File: config.mk
export PLATFORM = sky130hd
export DESIGN_NAME = fes_top
export DESIGN_NICKNAME = d
export VERILOG_FILES = /design/src/fes_pkg.sv /design/src/fes_top.sv
export SDC_FILE = /design/constraint.sdc
export NUM_CORES = 1
export LEC_CHECK = 0
export BUFFER_PORTS_ARGS = -buffer_cell sky130_fd_sc_hd__buf_2
export CAP_MARGIN = 20
export CORE_MARGIN = 4
export CORE_UTILIZATION = 27
export DETAILED_ROUTE_END_ITERATION = 12
export PLACE_DENSITY = 0.94
export REMOVE_ABC_BUFFERS = 1
export SETUP_SLACK_MARGIN = 0.4
export SLEW_MARGIN = 20
export SYNTH_ARGS = -nofsm -noshare
export SYNTH_HDL_FRONTEND = slang
export SYNTH_SLANG_ARGS = --single-unit
File: constraint.sdc
create_clock -name clk_i -period 2.6 [get_ports clk_i]
set_input_delay 0.26 -clock clk_i [delete_from_list [all_inputs] [get_ports clk_i]]
set_output_delay 0.26 -clock clk_i [all_outputs]
set_load 0.03 [all_outputs]
File: src/fes_pkg.sv
/*
 package for the flash fault status block: register offset, bit layout,
 reset value, event group struct and timing constants.
 assumes nothing of its surroundings.
*/
package fes_pkg;
   localparam int FES_ADDR_W = 4;
   localparam logic [3:0] FES_CTRL_STAT_OFF = 4'h0;
   localparam int FES_FAULT_BIT = 4;
   localparam int FES_COPY_BIT = 0;
   localparam logic [7:0] FES_CTRL_STAT_RESET = 8'h80;
   localparam logic [7:0] FES_FIXED_ONES = 8'h80;
   localparam logic [31:0] FES_UNMAPPED_DATA = 32'h0000_0000;
   localparam int FES_CLK_MHZ = 200;
   localparam int FES_HOLD_US = 100;
   localparam int FES_HOLD_CYC = FES_HOLD_US * FES_CLK_MHZ;

   typedef struct packed {
      logic irq_taken;
      logic array_read;
      logic sleep_entry;
   } fes_events_t;
endpackage

File: src/fes_top.sv
/*
 flash fault status register behind an Avalon-MM slave.
 holds the sticky fault flag, the fixed reserved bits and the
 write-only copy request bit of the control and status byte.
 assumes events and op_active_i arrive from logic on clk_i, so they
 pass no synchroniser; reset_n_i is the power-on reset and the only
 clear of the fault flag; the reset controller keeps it low long
 enough after a fault, this block does not check that.
*/
`timescale 1ns/100ps
module fes_top
   import fes_pkg::*;
(
   // clock and reset
   input wire logic clk_i,
   input wire logic reset_n_i,
   // avalon-mm slave
   input wire logic [FES_ADDR_W-1:0] avs_address_i,
   input wire logic avs_read_i,
   input wire logic avs_write_i,
   input wire logic [31:0] avs_writedata_i,
   input wire logic [3:0] avs_byteenable_i,
   output logic [31:0] avs_readdata_o,
   output logic avs_waitrequest_o,
   // flash sequencer side
   input wire logic op_active_i,
   input wire fes_events_t events_i,
   output logic flash_fault_flag_o,
   output logic prog_erase_allow_o,
   output logic program_copy_request_o
);
   // bus handshake phases
   typedef enum {
      BUS_IDLE,
      BUS_ANSWER
   } fes_bus_state_t;

   // fault flag state
   logic fault_reg;
   logic fault_next;
   logic event_seen;
   logic fault_event;

   // bus handshake state
   fes_bus_state_t bus_state_reg;
   fes_bus_state_t bus_state_next;
   logic request;
   logic hit;
   logic byte_ok;
   logic reg_access;
   logic read_capture;
   logic write_commit;

   // read data path
   logic [7:0] reg_byte;
   logic [31:0] rdata_reg;
   logic [31:0] rdata_next;

   // copy request pulse
   logic copy_reg;
   logic copy_next;

   // any of the disturbing events in this cycle
   assign event_seen = events_i.irq_taken
      || events_i.array_read
      || events_i.sleep_entry;

   // events only count while an operation runs
   assign fault_event = op_active_i && event_seen;

   // sticky fault flag, no software clear
   always_comb begin
      fault_next = fault_reg;
      if (fault_event) begin
         fault_next = 1'b1;
      end
   end

   // power-on reset is the only clear of the flag
   always_ff @(posedge clk_i or negedge reset_n_i) begin
      if (!reset_n_i) begin
         fault_reg <= FES_CTRL_STAT_RESET[FES_FAULT_BIT];
      end else begin
         fault_reg <= fault_next;
      end
   end

   // address and lane decode
   assign request = avs_read_i || avs_write_i;
   assign hit = (avs_address_i == FES_CTRL_STAT_OFF);
   assign byte_ok = (avs_byteenable_i == 4'h1);
   assign reg_access = hit && byte_ok;

   // read data is fetched in the first cycle of a request
   assign read_capture = avs_read_i && (bus_state_reg == BUS_IDLE);

   // a write lands at the edge where waitrequest is low
   assign write_commit = avs_write_i && (bus_state_reg == BUS_ANSWER);

   // one wait state for every access
   always_comb begin
      bus_state_next = bus_state_reg;
      case (bus_state_reg)
         BUS_IDLE: begin
            if (request) begin
               bus_state_next = BUS_ANSWER;
            end
         end
         BUS_ANSWER: begin
            bus_state_next = BUS_IDLE;
         end
         default: begin
            bus_state_next = BUS_IDLE;
         end
      endcase
   end

   always_ff @(posedge clk_i or negedge reset_n_i) begin
      if (!reset_n_i) begin
         bus_state_reg <= BUS_IDLE;
      end else begin
         bus_state_reg <= bus_state_next;
      end
   end

   // register byte, one bit at a time
   for (genvar b = 0; b < 8; b++) begin : g_bit
      if (b == FES_FAULT_BIT) begin : g_fault
         assign reg_byte[b] = fault_reg;
      end else if (b == FES_COPY_BIT) begin : g_copy
         // write-only bit, never read back
         assign reg_byte[b] = 1'b0;
      end else begin : g_fixed
         // reserved bits, no write reaches them
         assign reg_byte[b] = FES_FIXED_ONES[b];
      end
   end

   // read data holds until the next read
   always_comb begin
      rdata_next = rdata_reg;
      if (read_capture) begin
         rdata_next = FES_UNMAPPED_DATA;
         if (reg_access) begin
            rdata_next = {24'h00_0000, reg_byte};
         end
      end
   end

   always_ff @(posedge clk_i or negedge reset_n_i) begin
      if (!reset_n_i) begin
         rdata_reg <= 32'h0000_0000;
      end else begin
         rdata_reg <= rdata_next;
      end
   end

   // only bit 0 is writable, as a one-cycle pulse
   always_comb begin
      copy_next = 1'b0;
      if (write_commit && reg_access && !fault_reg) begin
         copy_next = avs_writedata_i[FES_COPY_BIT];
      end
   end

   always_ff @(posedge clk_i or negedge reset_n_i) begin
      if (!reset_n_i) begin
         copy_reg <= 1'b0;
      end else begin
         copy_reg <= copy_next;
      end
   end

   // waitrequest drops in the second cycle of a request
   assign avs_waitrequest_o = request && (bus_state_reg != BUS_ANSWER);

   // bus read data
   assign avs_readdata_o = rdata_reg;

   // fault flag and error protection
   assign flash_fault_flag_o = fault_reg;
   assign prog_erase_allow_o = !fault_reg;

   // copy request towards the sequencer
   assign program_copy_request_o = copy_reg;
endmodule

== Word level (Yosys, flattened, before mapping) ==
Index checks and enable logic that the tools add are counted.
Word-level totals
  flip-flop bits (word level): 66
  input port bits: 48
  output and inout bits: 36
  word-level logic and storage cells: 26
Cells by class
  reduce and logical (&&, ||, !) cells: 14
  muxes and demuxes: 4
  equal/unequal tests: 4
Operator list (number)
  $logic_not 32->1: 2
  $mux 32: 2
  $eq 32x2->1 const B: 1
  $ne 32x2->1 const B: 1
  $mux 8: 1
  $logic_and 1x1->1: 7
  $eq 4x1->1 const B: 1
  $logic_not 4->1: 1
  $logic_or 1x1->1: 3
  $ne 2x2->1 const B: 1
  $logic_not 1->1: 1
  $mux 1: 1

== Logic depth before layout (Yosys ltp) ==
Gate-level depths: netlist of run 1.
  word-level depth: 5
  mapped depth: 3

== Worst setup path before layout of run 1 ==
OpenSTA, ideal clock, no wires.
  kind: register to register
  from: reg fault_reg (netlist: flash_fault_flag_o)
  to: reg rdata_reg[4] (netlist: avs_readdata_o[4])
  data arrival time: 998 ps
  path buffers: 0
  data required time: 2508 ps
  period minus slack after synthesis: 1090 ps
  path slack: 1510 ps
  stages on the path, launching flop included: 3
  setup time: 92 ps
  cells stage by stage: dfrtp_1 inv_1 o31ai_2
Between the ends
  cells in the longest elaborated chain, start to end: 1
RTL lines
  from (decl): RTL line fes_top.sv:39  | logic fault_reg;
  from (signal assigned): RTL line fes_top.sv:82  | fault_reg <= FES_CTRL_STAT_RESET[FES_FAULT_BIT];
  from (signal assigned): RTL line fes_top.sv:84  | fault_reg <= fault_next;
  $mux 8: RTL line fes_top.sv:144  | if (reg_access) begin
  to (signal assigned): RTL line fes_top.sv:154  | rdata_reg <= rdata_next;
  to (decl): RTL line fes_top.sv:56  | logic [31:0] rdata_reg;
No other way between the ends.
A chain may end at the register's enable or synchronous reset.

== Final worst setup path of run 1 ==
  from: reg fault_reg (netlist: flash_fault_flag_o)
  to: out prog_erase_allow_o
Between the ends
  cells in the longest elaborated chain, start to end: 1
RTL lines
  $logic_not 1->1: RTL line fes_top.sv:182  | assign prog_erase_allow_o = !fault_reg;
  to (decl): RTL line fes_top.sv:29  | output logic prog_erase_allow_o,
No other way between the ends.

==> flow_summary.json, run 1 <==
{
  "core_area_um2": 1540,
  "grt_max_degree": 6,
  "synth_cell_types": 13,
  "antenna_found_initial": 0,
  "gp_congestion": 0.661,
  "status": "finished clean",
  "fmax_ghz": 0.824,
  "finalSetupTns_ns": 0,
  "hold_buffers": 1,
  "gr-total-overflow": 0,
  "layout_min_cycle_time_ns": 1.21,
  "routedWlPerCell_um": 8.74,
  "fin_util": 0.326,
  "rows": 14,
  "power.leakage_nw": 0.302,
  "chipHeight_um": 49.0,
  "final.setup_skew_ns": 0.00178,
  "io_buffers": 22,
  "worstPathRequired_ns": 2.34,
  "synth.top_cell.area_share": 0.497,
  "endpoint_kind": "output port",
  "place_area_um2": 467,
  "cts_sinks": 5,
  "yosysSeqAreaShare": 0.276,
  "vias": 320,
  "slew_viol_final": 0,
  "cp_max_fo": 4,
  "rsz0062_at_grt": "false",
  "drtPass1Iterations": 2,
  "clockBufferDepth": 2,
  "cp.arrival_ns": 0.95,
  "start_util": 0.294,
  "drt-initial-drc-count": 9,
  "holdWs_ns": 0.240,
  "design_area_um2": 503,
  "hold_class": "input port to register",
  "ys.warnings.count": 0,
  "die_w_um": 49.0,
  "cts-htree-levels": 1,
  "io_pins": 84,
  "max_cap_viol_count": 0,
  "clkLatencyLatePin_ns": 0.24,
  "criticalPathCategory": "register to output port",
  "hold_violations": 0,
  "dp_hpwl_um": 743,
  "setup_viol": 0,
  "syn_inst": 52,
  "grt_pass1_vias": 306,
  "post_cts_buffers": 0,
  "clockRootBuffer": "clkbuf_4",
  "die-area_um2": 2400,
  "cts_tree": "done",
  "antenna_cells": 0,
  "synthTopCellsByArea": "buf_4 (50%), dfrtp_1 (28%), nand2_1 (3.3%)",
  "track_usage": 0.0704,
  "route.detailed.drc": 0,
  "largest_reg_flops": 2,
  "vdd_drop_max_mv": 0.217,
  "grt_pass1_wl_mm": 1.32,
  "clk_pin_slew_ns": 0.04,
  "cts_resized": 0,
  "fin_crit_sh": 0.467,
  "synth_area_um2": 453,
  "area_growth_pct": 11.0,
  "yosys_register_bits": 5,
  "power.density_nw_per_um2": 509,
  "nets": 127,
  "drive_above_1_share": 0.359,
  "postSynthAreaPerCell_um2": 8.71,
  "cp-start-kind": "register",
  "wl_um": 822,
  "via_per_inst": 3.40,
  "numCtsBuffers": 3,
  "synth_top_area_cell": "buf_4",
  "postRouteAntennaNets": 0
}
final timing paths:
path / start / to / slack, ns / cells after the start
setup / recovery: flash_fault_flag_o$_DFFE_PN0P_ / prog_erase_allow_o / 1.39 / 2
setup reg to reg: bus_state_reg[0]$_DFFE_PN0P_ / avs_readdata_o[4]$_DFFE_PN0P_ / 1.71 / 3
hold reg to reg: avs_readdata_o[7]$_DFFE_PN0P_ / avs_readdata_o[7]$_DFFE_PN0P_ / 0.49 / 2
max in group asynchronous: reset_n_i / bus_state_reg[0]$_DFFE_PN0P_ / 2.10 / 2
min in group asynchronous: reset_n_i / avs_readdata_o[7]$_DFFE_PN0P_ / 0.37 / 2
hold / removal: op_active_i / flash_fault_flag_o$_DFFE_PN0P_ / 0.24 / 3
layout make-up:
cell class	count	area (µm²)
Multi-Input combinational cell	45	208
Tap cell	16	20.0
Inverter	1	3.75
Fill cell	167	1040
Clock buffer	4	26.3
Sequential cell	5	125
Timing Repair Buffer	23	120
cells in the final DEF (no fill, tap or decap), types with 3 or more instances in the layout:
| cell | netlist | layout |
|---|---|---|
| dfrtp_1 | 5 | 5 |
| nor2_1 | 4 | 4 |
| nand2_1 | 4 | 4 |
| clkbuf_4 | 0 | 3 |
| buf_2 | 0 | 22 |
| conb_1 | 1 | 30 |
cells by family (layout without fill, tap and decap cells):
kind of cell           after synthesis  in the layout  share of synthesized area
flip-flops                           5              5                      0.276
AND/OR/NAND/NOR                     12             12                      0.155
other                                1             30                    0.00828
AO/OA/AOI/OAI                        3              3                     0.0552
buffers and inverters               31             28                      0.506
cell usage after synthesis:
library cell / instances
nand4_1: 1
nor4b_2: 1
o31ai_2: 1
inv_1: 1
nor2_1: 4
o21ai_0: 1
o31ai_1: 1
nand2b_1: 1
conb_1: 1
dfrtp_1: 5
buf_4: 30
nand2_1: 4
nor4_2: 1
worst max-delay path: stages (launching register included):
cell	delay, ns
dfrtp_1	0.37
inv_1	0.12
buf_2	0.22
power breakdown:
| group | switching (mW) | internal (mW) | leakage, nW |
|---|---|---|---|
| combinational | 0.0712 | 0.0140 | 0.224 |
| sequential | 0.00217 | 0.0801 | 0.0627 |
| clock | 0.0305 | 0.0579 | 0.0150 |
| total | 0.104 | 0.152 | 0.302 |
metrics by stage:
stage,cells,total power [mW],setup slack [ns]
floorplan,51,0.149,1.51
global placement,89,0.165,1.55
detailed placement,89,0.166,1.51
CTS,94,0.259,1.37
global route,94,0.268,1.32
finish,94,0.256,1.39
per-layer routing:
metal / vias up / wire [µm] / GRT usage
met5: - / 0 / 0
met4: 0 / 0 / 0.0448
met3: 0 / 159 / 0.0550
met2: 29 / 390 / 0.104
met1: 134 / 271 / 0.0669
li1: 157 / - / -
Note: power is estimated with default switching activity, not from simulation.
==> inputs of run 2 (changes only) <==
--- a/config.mk
+++ b/config.mk
@@ -8,9 +8,9 @@
 export BUFFER_PORTS_ARGS = -buffer_cell sky130_fd_sc_hd__buf_2
 export CAP_MARGIN = 20
 export CORE_MARGIN = 4
-export CORE_UTILIZATION = 27
+export CORE_UTILIZATION = 25
 export DETAILED_ROUTE_END_ITERATION = 12
-export PLACE_DENSITY = 0.94
+export PLACE_DENSITY = 0.89
 export REMOVE_ABC_BUFFERS = 1
 export SETUP_SLACK_MARGIN = 0.4
 export SLEW_MARGIN = 20
==> constraint.sdc (replaced) <==
create_clock -name clk_i -period 1.18 [get_ports clk_i]
set_input_delay 0.118 -clock clk_i [delete_from_list [all_inputs] [get_ports clk_i]]
set_output_delay 0.118 -clock clk_i [all_outputs]
set_load 0.03 [all_outputs]
==> flow_summary.json, run 2 (synthesis results as in run 1) <==
{
  "power.density_nw_per_um2": 962,
  "path_cells": "nor2_1 > buf_4",
  "crit_buf_inv": 1,
  "fin_util": 0.349,
  "numCtsBuffers": 3,
  "max_cap_viol_count": 0,
  "cp_max_fo": 2,
  "cp-start-kind": "register",
  "die_w_um": 50.6,
  "instances_no_fill": 107,
  "vdd_drop_max_mv": 0.491,
  "gp_congestion": 0.730,
  "routedWlPerCell_um": 8.76,
  "grt_pass1_wl_mm": 1.26,
  "pre_cts_slack_ns": 0.220,
  "wl_um": 937,
  "cp_slowest_stage_delay_ns": 0.37,
  "status": "finished clean",
  "cts_tree": "done",
  "dp_hpwl_um": 792,
  "endpoint_kind": "output port",
  "grt_pass1_vias": 306,
  "hold_violations": 0,
  "crit_cells": 2,
  "die-area_um2": 2560,
  "crit_path_top_delay_cell": "dfrtp_1",
  "vias": 347,
  "clkLatencyLatePin_ns": 0.24,
  "clockRootBuffer": "clkbuf_4",
  "cts_sinks": 5,
  "fmax_ghz": 1.01,
  "final_cell_mix": "conb_1 (30), buf_2 (16), buf_6 (6)",
  "start_util": 0.262,
  "final.setup_skew_ns": 0.00292,
  "via_per_inst": 3.24,
  "layout_min_cycle_time_ns": 0.989,
  "io_buffers": 22,
  "track_usage": 0.0679,
  "r2r-start": "bus_state_reg[0]$_DFFE_PN0P_",
  "rsz0062_at_grt": "true",
  "hold_class": "input port to register",
  "fin_crit_sh": 0.838,
  "slew_viol_final": 0,
  "dp_cells": 98,
  "chipHeight_um": 50.6,
  "cp_top_family": "flip-flops",
  "crit_start": "bus_state_reg[0]$_DFFE_PN0P_",
  "reg2reg_depth": 4,
  "hold_start": "avs_write_i",
  "core_area_um2": 1730,
  "clk_pin_slew_ns": 0.04,
  "setup_ws_ns": 0.191,
  "power_mw": 0.580,
  "gr-total-overflow": 0,
  "hold_depth": 3,
  "antenna_found_initial": 0,
  "finalSetupTns_ns": 0,
  "holdWs_ns": 0.127,
  "rows": 15,
  "largest_reg_flops": 2,
  "final_common_cell": "conb_1",
  "grt_max_degree": 6,
  "drtPass1Iterations": 3,
  "clockBufferDepth": 2,
  "route.detailed.drc": 0,
  "place_area_um2": 478,
  "cts-htree-levels": 1,
  "cp.arrival_ns": 0.87,
  "worstPathRequired_ns": 1.06,
  "nets": 131,
  "io_pins": 84,
  "drive_above_1_share": 0.439,
  "antenna_cells": 0,
  "setup_viol": 0,
  "postRouteAntennaNets": 0,
  "drt-initial-drc-count": 2,
  "criticalPathCategory": "register to output port",
  "area_growth_pct": 33.1,
  "power.leakage_nw": 0.335,
  "design_area_um2": 603
}
[run 2: layer usage]
metal,part of all wire,GRT usage
met1,0.26,0.0590
met3,0.18,0.0475
met2,0.56,0.120
met5,0,0
met4,0,0.0269
[run 2: worst min-delay path, stage by stage]
cell and delay, ns:
buf_2 0.09, nor2_1 0.05, nor2_1 0.07
[run 2: repair_timing]
| action | CTS | global route |
|---|---|---|
| buffers inserted | 4 | 0 |
| endpoints found under the hold margin | 5 | 0 |
| pin swaps | 1 | 4 |
| hold buffers | 1 | 0 |
| setup endpoints to repair | 8 | 10 |
| gates resized for setup | 13 | 5 |
[run 2: path summary, 6_finish.rpt]
path	end	slack (ns)
worst max-delay path	avs_waitrequest_o	0.19
worst min-delay path	bus_state_reg[0]$_DFFE_PN0P_	0.13
worst max register to register	avs_readdata_o[4]$_DFFE_PN0P_	0.25
worst min register to register	bus_state_reg[0]$_DFFE_PN0P_	0.54
max in group asynchronous	flash_fault_flag_o$_DFFE_PN0P_	0.83
min in group asynchronous	avs_readdata_o[7]$_DFFE_PN0P_	0.22
[run 2: final cells by class]
type                       instances  area [µm²]
tap                               25        31.3
clock buffer                       4        26.3
sequential                         5         125
fill                             191        1120
timing repair buffer              27         188
multi-input combinational         45         229
inverter                           1        3.75
[run 2: report_power, final]
group	leakage [nW]	switching [mW]	total [mW]	internal [mW]
Combinational	0.257	0.165	0.208	0.0429
Sequential	0.0627	0.00252	0.179	0.177
Clock	0.0150	0.0654	0.193	0.128
Total	0.335	0.233	0.580	0.347
